--- config.mk ---
export PLATFORM = sky130hd
export DESIGN_NAME = cbo_divider
export DESIGN_NICKNAME = d
export VERILOG_FILES = /design/src/logic/cbo_pkg.sv /design/src/logic/cbo_prescaler.sv /design/src/logic/cbo_divider.sv
export SDC_FILE = /design/constraint.sdc
export NUM_CORES = 1
export LEC_CHECK = 0
export BUFFER_PORTS_ARGS = -buffer_cell sky130_fd_sc_hd__buf_2
export CAP_MARGIN = 20
export CORE_MARGIN = 8
export CORE_UTILIZATION = 47
export DETAILED_ROUTE_END_ITERATION = 10
export PLACE_DENSITY = 0.79
export SYNTH_ARGS = -nofsm -noshare
export SYNTH_HDL_FRONTEND = slang
export SYNTH_HIERARCHICAL = 1
export SYNTH_SLANG_ARGS = --single-unit
--- constraint.sdc ---
create_clock -name clock -period 2.5 [get_ports clock]
set_clock_uncertainty 0.1 [all_clocks]
set_input_delay 0.25 -clock clock [delete_from_list [all_inputs] [get_ports clock]]
set_output_delay 0.25 -clock clock [all_outputs]
set_load 0.005 [all_outputs]
--- src/logic/cbo_pkg.sv ---
// Package holding register map, field layout and constants of the clock/buzzer output divider
package cbo_pkg;

  // Register map (printed offsets are byte addresses)
  localparam logic [19:0] CBO_SELECT_ADDR   = 20'hfffa5;
  localparam logic [19:0] CBO_REDIRECT_ADDR = 20'hfffa6;
  localparam logic [19:0] CBO_STATUS_ADDR   = 20'hfffa7;

  // Field positions of the select register
  localparam int CBO_GATE_BIT = 7;
  localparam int CBO_SEL_LSB  = 0;
  localparam int CBO_SEL_W    = 3;

  // Reset values
  localparam logic [7:0] CBO_SELECT_RST   = 8'h00;
  localparam logic [1:0] CBO_REDIRECT_RST = 2'h0;

  // Prescaler counter width
  localparam int CBO_PRESCALE_W = 13;

  // Redirect codes
  localparam logic [1:0] CBO_PIN_DEFAULT = 2'h0;
  localparam logic [1:0] CBO_PIN_ALT_ONE = 2'h1;
  localparam logic [1:0] CBO_PIN_ALT_TWO = 2'h2;

  // Register read/write request
  typedef struct packed {
    logic [19:0] addr;
    logic [7:0]  data;
    logic [7:0]  bit_mask;
    logic        wr;
    logic        rd;
  } cbo_req_t;

  // Pin drive group
  typedef struct packed {
    logic default_out_pin;
    logic alt_out_pin_one;
    logic alt_out_pin_two;
  } cbo_pins_t;

endpackage

--- src/logic/cbo_prescaler.sv ---
// Free-running binary prescaler with tap selection
`timescale 1ns/1ps
module cbo_prescaler
  import cbo_pkg::*;
#(
  parameter int WIDTH = CBO_PRESCALE_W
)
(
  input  wire logic       clock,
  input  wire logic       sys_rst,
  input  wire logic [2:0] sel,
  output logic            tap,
  output logic            wrap
);

  logic [WIDTH-1:0] count;

  // Free-running counter clocked by the main clock
  always_ff @(posedge clock)
  begin
    if (sys_rst)
      count <= '0;
    else
      count <= count + 1'b1;
  end

  // Map selection code to a counter tap; code 0 is the undivided clock marker
  function automatic int tap_index(input logic [2:0] code);
    begin
      if (code < 3'h5)
        tap_index = int'(code) - 1;
      else
        tap_index = int'(code) + 5;
    end
  endfunction

  // Mask of the counter bits from bit 0 up to the selected tap
  function automatic logic [WIDTH-1:0] low_mask(input logic [2:0] code);
    logic [WIDTH-1:0] m;
    begin
      m = '0;
      for (int i = 0; i < WIDTH; i++)
        if (i <= tap_index(code))
          m[i] = 1'b1;
      low_mask = m;
    end
  endfunction

  // Selected square wave (bit n toggles every 2^n cycles: divide by 2^(n+1))
  // End of a full period of the selected wave: all lower bits and tap set
  always_comb
  begin
    tap  = 1'b0;
    wrap = 1'b1;
    if (sel != 3'h0)
    begin
      tap  = count[tap_index(sel)];
      wrap = &(count | ~low_mask(sel));
    end
  end

endmodule

--- src/logic/cbo_divider.sv ---
// Clock/buzzer output divider with select register, pin redirect and glitch-free gating
//
// Functional notes
// - Bit 7 of the select register gates the output; 0 disables and is the default.
// - Code in bits 2..0 selects divide by 2, 2, 4, 8, 16, 2^11, 2^12 or 2^13 (codes 0 and 1 both divide by 2).
// - Reset clears the select register to zero.
// - The select register accepts single-bit writes as well as full byte writes.
// - The redirect code routes the output to the default, first or second alternate pin.
// - Output starts or stops at the first period boundary after the gate changes, with no narrow pulse.
//
// Chosen here: the plain strobed port.
`timescale 1ns/1ps
module cbo_divider
  import cbo_pkg::*;
(
  input  wire logic        clock,
  input  wire logic        sys_rst,
  input  wire logic [19:0] addr,
  input  wire logic [7:0]  wdata,
  input  wire logic [7:0]  wmask,
  input  wire logic        wr,
  input  wire logic        rd,
  output logic      [7:0]  rdata,
  output logic             default_out_pin,
  output logic             alt_out_pin_one,
  output logic             alt_out_pin_two,
  output logic             clk_out_active
);

  logic            clk_out_gate;
  logic [2:0]      divider_sel;
  logic [1:0]      pin_redirect_reg;
  logic            tap;
  logic            wrap;
  logic            run;
  logic            wave;
  logic            next_wave;
  logic [7:0]      select_view;
  logic [7:0]      next_select;
  cbo_pins_t       next_pins;

  // Register read image; bits 6..3 are constant zero
  assign select_view = {clk_out_gate, 4'h0, divider_sel};

  // Bit-masked merge lets one bit or all eight be written
  assign next_select = (select_view & ~wmask) | (wdata & wmask);

  // Select register: gate and divider code
  always_ff @(posedge clock)
  begin
    if (sys_rst)
    begin
      clk_out_gate <= CBO_SELECT_RST[CBO_GATE_BIT];
      divider_sel  <= CBO_SELECT_RST[CBO_SEL_W-1:0];
    end
    else if (wr && addr == CBO_SELECT_ADDR)
    begin
      clk_out_gate <= next_select[CBO_GATE_BIT];
      divider_sel  <= next_select[CBO_SEL_W-1:0];
    end
  end

  // Redirect register
  always_ff @(posedge clock)
  begin
    if (sys_rst)
      pin_redirect_reg <= CBO_REDIRECT_RST;
    else if (wr && addr == CBO_REDIRECT_ADDR)
      pin_redirect_reg <= (pin_redirect_reg & ~wmask[1:0]) | (wdata[1:0] & wmask[1:0]);
  end

  // Read data one cycle after the strobe; unmapped reads return zero
  always_ff @(posedge clock)
  begin
    if (sys_rst)
      rdata <= 8'h00;
    else if (rd)
    begin
      if (addr == CBO_SELECT_ADDR)
        rdata <= select_view;
      else if (addr == CBO_REDIRECT_ADDR)
        rdata <= {6'h00, pin_redirect_reg};
      else if (addr == CBO_STATUS_ADDR)
        rdata <= {7'h00, run};
      else
        rdata <= 8'h00;
    end
    else
      rdata <= 8'h00;
  end

  // Prescaler with tap selection
  cbo_prescaler #(
    .WIDTH (CBO_PRESCALE_W)
  ) u_prescaler (
    .clock   (clock),
    .sys_rst (sys_rst),
    .sel     (divider_sel),
    .tap     (tap),
    .wrap    (wrap)
  );

  // Run flag follows the gate only at a period boundary, as the tap falls from high to low
  always_ff @(posedge clock)
  begin
    if (sys_rst)
      run <= 1'b0;
    else if (wrap)
      run <= clk_out_gate;
  end

  // Output wave: undivided code toggles every cycle, others follow the tap
  always_comb
  begin
    if (!run)
      next_wave = 1'b0;
    else if (divider_sel == 3'h0)
      next_wave = ~wave;
    else
      next_wave = tap;
  end

  always_ff @(posedge clock)
  begin
    if (sys_rst)
      wave <= 1'b0;
    else
      wave <= next_wave;
  end

  // Route the wave to the chosen pin
  always_comb
  begin
    next_pins = '0;
    if (pin_redirect_reg == CBO_PIN_ALT_ONE)
      next_pins.alt_out_pin_one = next_wave;
    else if (pin_redirect_reg == CBO_PIN_ALT_TWO)
      next_pins.alt_out_pin_two = next_wave;
    else
      next_pins.default_out_pin = next_wave;
  end

  // Registered pin outputs
  always_ff @(posedge clock)
  begin
    if (sys_rst)
    begin
      default_out_pin <= 1'b0;
      alt_out_pin_one <= 1'b0;
      alt_out_pin_two <= 1'b0;
      clk_out_active  <= 1'b0;
    end
    else
    begin
      default_out_pin <= next_pins.default_out_pin;
      alt_out_pin_one <= next_pins.alt_out_pin_one;
      alt_out_pin_two <= next_pins.alt_out_pin_two;
      clk_out_active  <= run;
    end
  end

endmodule

==> impl_metrics.py, run 1 <==
metrics = {
    "status": {
        "outcome": "complete, no violations",
    },
    "critical_path": {
        "crit_type": "reg -> reg",
        "path_cells": "inv_2, ha_4, and3_2, o21ai_4, o2111ai_2, and3_1, o21ai_0, nor4b_2, o211ai_1, buf_4, nor3b_2",
        "slowest_delay_ns": 0.33,
        "crit_required_ns": 2.61,
        "arrival_ns": 2.43,
        "cp_num_buf_inv": 2,
        "path_delay_family": "simple AND/OR/NAND/NOR gates",
        "critPathMaxFanout": 9,
        "end_kind": "flop",
        "slowest_stage": "dfxtp_2",
        "cp-start-kind": "flop",
    },
    "synthesis": {
        "synth-edff-count": 0,
        "yosysTopAreaCell": "dfxtp_1",
        "yosysWarnings": 6,
        "synth.distinct_cells": 57,
        "syn_inst": 239,
        "synth_seq_area_share_pct": 30.0,
        "synthFlopType": "dfxtp_1",
        "synth_seq_cells": 29,
        "synth_top_cells_by_count": "dfxtp_1 (29), nor2_1 (28), nand3_1 (15)",
        "synth.area.top_cells": "dfxtp_1 (30%), nor2_1 (5.4%), buf_6 (4.6%), nand3_1 (3.9%), a21oi_1 (3.6%)",
        "syn_area_um2": 1940,
        "synth_top_area_share_pct": 30.0,
        "syn_area_per_cell_um2": 8.11,
        "synthArstFlopShare_pct": 0,
        "yosysMostFrequentCell": "dfxtp_1",
    },
    "clock_network": {
        "ctsHoldBuffers": 0,
        "cts_max_path_buffers": 2,
        "clk_pin_slew_ns": 0.06,
        "cts_tree": "yes",
        "htreeDepth": 2,
        "cts_root_buf": "clkbuf_8",
        "insertion_delay_ns": 0.28,
        "cts_inserted_buffers": 5,
        "cts.sinks": 29,
    },
    "floorplan": {
        "die_area_um2": 6430,
        "placementRows": 23,
        "start_util_pct": 48.8,
        "core_um2": 3970,
        "num_io_pins": 52,
        "die_h_um": 80.2,
        "die_x_um": 80.2,
    },
    "power_and_ir_drop": {
        "leakage_nw": 0.883,
        "power_w": 0.000913,
        "peakVddDrop_mv": 0.261,
        "powerDensity_nw_per_um2": 403,
    },
    "global_route": {
        "grt_usage_pct": 15.3,
        "grt_max_degree": 27,
        "grt_pass1_vias": 1848,
        "grt_pass1_wl_um": 8110,
        "overflow": 0,
        "antenna_found_initial": 0,
    },
    "drt": {
        "wirelength_um": 4870,
        "drtIter0Drc": 138,
        "wl_per_cell_um": 14.7,
        "postRouteAntennaNets": 0,
        "dr.pass1.iters": 4,
        "drc": 0,
        "viasPerCell": 5.70,
        "dr_total_vias": 1893,
    },
    "flow_run": {
        "drv_cap": 0,
    },
    "timing": {
        "hold_viol": 0,
        "worst_slack_ns": 0.178,
        "fmax_mhz": 431,
        "min_period_ns": 2.32,
        "slew_violations": 0,
        "tns_ns": 0,
        "relSlewSlack_pct": 61.7,
        "hold_slack_ns": 0.0650,
        "final.period_utilization_pct": 92.9,
        "setup_viol": 0,
        "rsz0062_at_grt": "no",
        "max_slew.worst_pin.slew_ns": 0.567,
    },
    "finish": {
        "syn_to_final_growth_pct": 16.8,
        "antennaDiodeCount": 0,
        "nets": 326,
        "fill_cells": 367,
        "layout-drive-gt1-share_pct": 27.7,
    },
    "place": {
        "place.gp.congestion": 0.929,
        "portBuffers": 39,
        "pre_cts_slack_ns": -0.00974,
        "hpwl_um": 3520,
    },
    "worst_hold_path": {
        "worstHoldPathType": "in -> reg",
    },
}
## worst register-to-register path, stage by stage (launching register included)
cell       delay (ns)
dfxtp_2          0.33
inv_2            0.05
ha_4             0.28
and3_2           0.21
o21ai_4          0.19
o2111ai_2        0.14
and3_1           0.20
o21ai_0          0.13
nor4b_2          0.20
o211ai_1         0.11
buf_4            0.16
nor3b_2          0.16
## cells by family (layout without fill, tap and decap cells)
family	after synthesis	count (layout)	share of synthesized area (%)
other	1	4	0.193
XOR/XNOR	13	13	5.87
buffers and inverters	29	69	10.7
AND/OR/NAND/NOR	104	104	30.5
AO/OA/AOI/OAI	55	55	18.1
multiplexers	4	4	2.07
adder cells (fa/ha/maj)	4	4	2.58
flip-flops	29	29	30.0
## layout by cell type, fill, tap and decap left out, types with 4 or more instances in the layout
cell,count
a21oi_1,14
clkbuf_8,6
a31oi_1,4
o21ai_0,10
buf_2,39
nor2_1,28
nor2b_1,6
xor2_1,8
nand3_1,15
dfxtp_1,26
mux2i_1,4
nor3_1,5
xnor2_1,5
nand2_1,10
conb_1,4
a211oi_1,4
o21ai_1,7
nand4_1,5
buf_4,12
inv_1,9
or3_1,4
## per-layer routing
layer	GRT usage [%]	wire length (um)
met5	0	0
met4	8.18	85
met3	4.24	261
met2	24.7	2340
met1	18.0	2180
## metrics by stage
step / utilization (%) / area (um2) / cells
6_report: 57.0 / 2260 / 332
3_5_place_dp: 53.5 / 2120 / 324
2_1_floorplan: - / 1950 / 242
5_1_grt: 57.0 / 2260 / 332
3_3_place_gp: 53.5 / 2120 / 324
4_1_cts: 55.7 / 2210 / 331
## power by group
group / switching [W] / internal (W) / total (W)
sequential: 0.00000730 / 0.000466 / 0.000474
combinational: 0.0000263 / 0.0000283 / 0.0000546
clock: 0.000167 / 0.000218 / 0.000385
total: 0.000201 / 0.000712 / 0.000913
## path summary, 6_finish.rpt
check / startpoint / end / slack [ns] / cells after the start
max: flop / alt_out_pin_one$_SDFF_PP0_ / 0.18 / 11
min: addr[3] / rdata[0]$_SDFF_PP0_ / 0.07 / 2
max reg2reg: flop / alt_out_pin_one$_SDFF_PP0_ / 0.18 / 11
min reg2reg: flop / rdata[7]$_SDFF_PP0_ / 0.38 / 2
## cell type report
type | count | area (um2) | area share [%]
timing repair buffer | 51 | 285 | 12.6
tap | 50 | 62.6 | 2.76
multi-input combinational | 184 | 1200 | 53.2
clock buffer | 7 | 86.3 | 3.81
inverter | 11 | 41.3 | 1.82
sequential | 29 | 584 | 25.8
## timing repair
item                       4_1_cts  5_1_grt
setup endpoints to repair        3        5
setup buffers                    0        1
hold endpoints to repair         0        0
gates resized for setup          1        9
pin swaps                        0        3
Note: power is estimated with default switching activity, not from simulation.
==> run 2: changes to the inputs <==
--- a/config.mk
+++ b/config.mk
@@ -6,12 +6,10 @@
 export NUM_CORES = 1
 export LEC_CHECK = 0
 export BUFFER_PORTS_ARGS = -buffer_cell sky130_fd_sc_hd__buf_2
-export CAP_MARGIN = 20
 export CORE_MARGIN = 8
-export CORE_UTILIZATION = 47
+export CORE_UTILIZATION = 46
 export DETAILED_ROUTE_END_ITERATION = 10
 export PLACE_DENSITY = 0.79
 export SYNTH_ARGS = -nofsm -noshare
 export SYNTH_HDL_FRONTEND = slang
-export SYNTH_HIERARCHICAL = 1
 export SYNTH_SLANG_ARGS = --single-unit
==> impl_metrics.py, run 2 <==
metrics = {
    "global_route": {
        "grt_max_degree": 18,
        "antenna_found_initial": 0,
        "overflow": 0,
        "grt_usage_pct": 14.2,
        "grt_pass1_wl_um": 7310,
        "grt_pass1_vias": 1712,
    },
    "synthesis": {
        "synthArstFlopShare_pct": 0,
        "yosysWarnings": 0,
        "yosysMostFrequentCell": "dfxtp_1",
        "synth-edff-count": 0,
        "synthFlopType": "dfxtp_1",
        "syn_area_um2": 1780,
        "syn_area_per_cell_um2": 8.20,
        "yosysTopAreaCell": "dfxtp_1",
        "synth.distinct_cells": 50,
        "synth_top_cells_by_count": "dfxtp_1 (29), nand2_1 (25), nor2_1 (18)",
        "syn_inst": 217,
        "synth.area.top_cells": "dfxtp_1 (33%), nand2_1 (5.3%), mux2i_1 (3.9%), nor2_1 (3.8%), a21oi_1 (3.7%)",
        "synth_seq_area_share_pct": 32.6,
        "synth_seq_cells": 29,
        "synth_top_area_share_pct": 32.6,
    },
    "finish": {
        "multi_input_area_um2": 1070,
        "ff_latch_area_um2": 581,
        "syn_to_final_growth_pct": 16.2,
        "final_cell_mix": "buf_2 (39), dfxtp_1 (29), nand2_1 (25)",
        "fill_cells": 358,
        "nets": 301,
        "antennaDiodeCount": 0,
        "layout-drive-gt1-share_pct": 23.3,
        "fin_cells": 306,
        "layout_commonest_cell": "buf_2",
    },
    "critical_path": {
        "cp-start-kind": "flop",
        "crit_type": "reg -> reg",
        "crit_required_ns": 2.61,
        "arrival_ns": 2.41,
        "end_kind": "flop",
        "critPathMaxFanout": 8,
    },
    "place": {
        "hpwl_um": 3230,
        "portBuffers": 39,
        "place.gp.congestion": 0.930,
        "pre_cts_slack_ns": 0.217,
        "dp.cells": 298,
    },
    "drt": {
        "dr_total_vias": 1676,
        "viasPerCell": 5.48,
        "drtIter0Drc": 88,
        "postRouteAntennaNets": 0,
        "drc": 0,
        "wirelength_um": 4140,
        "dr.pass1.iters": 4,
        "wl_per_cell_um": 13.5,
    },
    "clock_network": {
        "htreeDepth": 2,
        "cts.sinks": 29,
        "cts_max_path_buffers": 2,
        "cts_inserted_buffers": 5,
        "ctsHoldBuffers": 0,
        "cts-resized-gates": 0,
        "insertion_delay_ns": 0.28,
        "cts_root_buf": "clkbuf_8",
        "clk_pin_slew_ns": 0.06,
        "cts_tree": "yes",
        "postCtsSetupBuffers": 0,
    },
    "worst_hold_path": {
        "min_from": "wdata[2]",
        "worstHoldPathType": "in -> reg",
    },
    "timing": {
        "min_period_ns": 2.29,
        "fmax_mhz": 436,
        "tns_ns": 0,
        "rsz0062_at_grt": "no",
        "slew_violations": 0,
        "final.period_utilization_pct": 91.8,
        "setup_viol": 0,
        "worst_slack_ns": 0.206,
        "hold_viol": 0,
        "hold_slack_ns": 0.104,
    },
    "power_and_ir_drop": {
        "peakVddDrop_mv": 0.316,
        "leakage_nw": 0.859,
        "powerDensity_nw_per_um2": 437,
        "power_w": 0.000903,
    },
    "flow_run": {
        "drv_cap": 0,
    },
    "floorplan": {
        "die_area_um2": 6120,
        "die_x_um": 78.2,
        "core_um2": 3690,
        "die_h_um": 78.2,
        "num_io_pins": 52,
        "placementRows": 22,
        "start_util_pct": 48.3,
    },
    "status": {
        "outcome": "complete, no violations",
    },
}
[run 2: cell count changes after synthesis, sizes merged, moves of 4 or more]
cell	previous run	this run
nand2	10	25
o21ai	18	11
mux2	0	4
buf	15	11
nor2	28	18
nand3	15	9
[run 2: path summary, 6_finish.rpt]
kind / depth (start not counted) / end / slack, ns
worst max-delay path: 7 / run$_SDFFE_PP0P_ / 0.21
worst min-delay path: 2 / flop / 0.10
worst max register to register: 7 / run$_SDFFE_PP0P_ / 0.21
worst min register to register: 1 / rdata[7]$_SDFF_PP0_ / 0.39
[run 2: power by group]
| part | internal [W] | switching (W) |
|---|---|---|
| clock network | 0.000191 | 0.000181 |
| registers | 0.000466 | 0.00000846 |
| logic | 0.0000280 | 0.0000276 |
| total | 0.000686 | 0.000217 |
[run 2: worst max-delay path: stages, from the launching register on]
cell and delay, ns:
dfxtp_1 0.32, inv_1 0.10, ha_1 0.41, nand2b_1 0.20
o21a_1 0.17, o311a_1 0.37, o41ai_2 0.35, mux2i_1 0.21
[run 2: logic make-up (layout without fill, tap and decap cells)]
logic type,after synthesis,count (layout),share of synthesized area [%]
other,1,4,0.211
AOI/OAI and AO/OA,46,46,17.3
buffers and inverters,23,61,7.87
DFF,29,29,32.6
and+or+nand+nor,93,93,27.8
xor gates and xnor gates,10,10,4.92
adders and majority gates,4,4,2.81
muxes,11,11,6.47
[run 2: metrics by stage]
stage               utilization (%)  area (um2)
finish                         56.1        2070
detailed placement             53.7        1980
global route                   56.1        2070
global placement               53.7        1980
CTS                            56.1        2070
floorplan                         -        1790
[run 2: final cells by class]
| type | instances | share of cell area, % |
|---|---|---|
| clock inverters | 3 | 0.847 |
| well taps | 48 | 2.90 |
| multi-input cells | 168 | 51.8 |
| repair buffers | 45 | 11.6 |
| flip-flops and latches | 29 | 28.1 |
| inverters | 8 | 1.45 |
| clock buffers | 5 | 3.33 |
[run 2: layer usage]
metal  share of wire (%)  GRT usage, %
met3                 7.8          5.92
met5                   0             0
met4                0.72          4.26
met2                  44          22.5
met1                  48          17.2
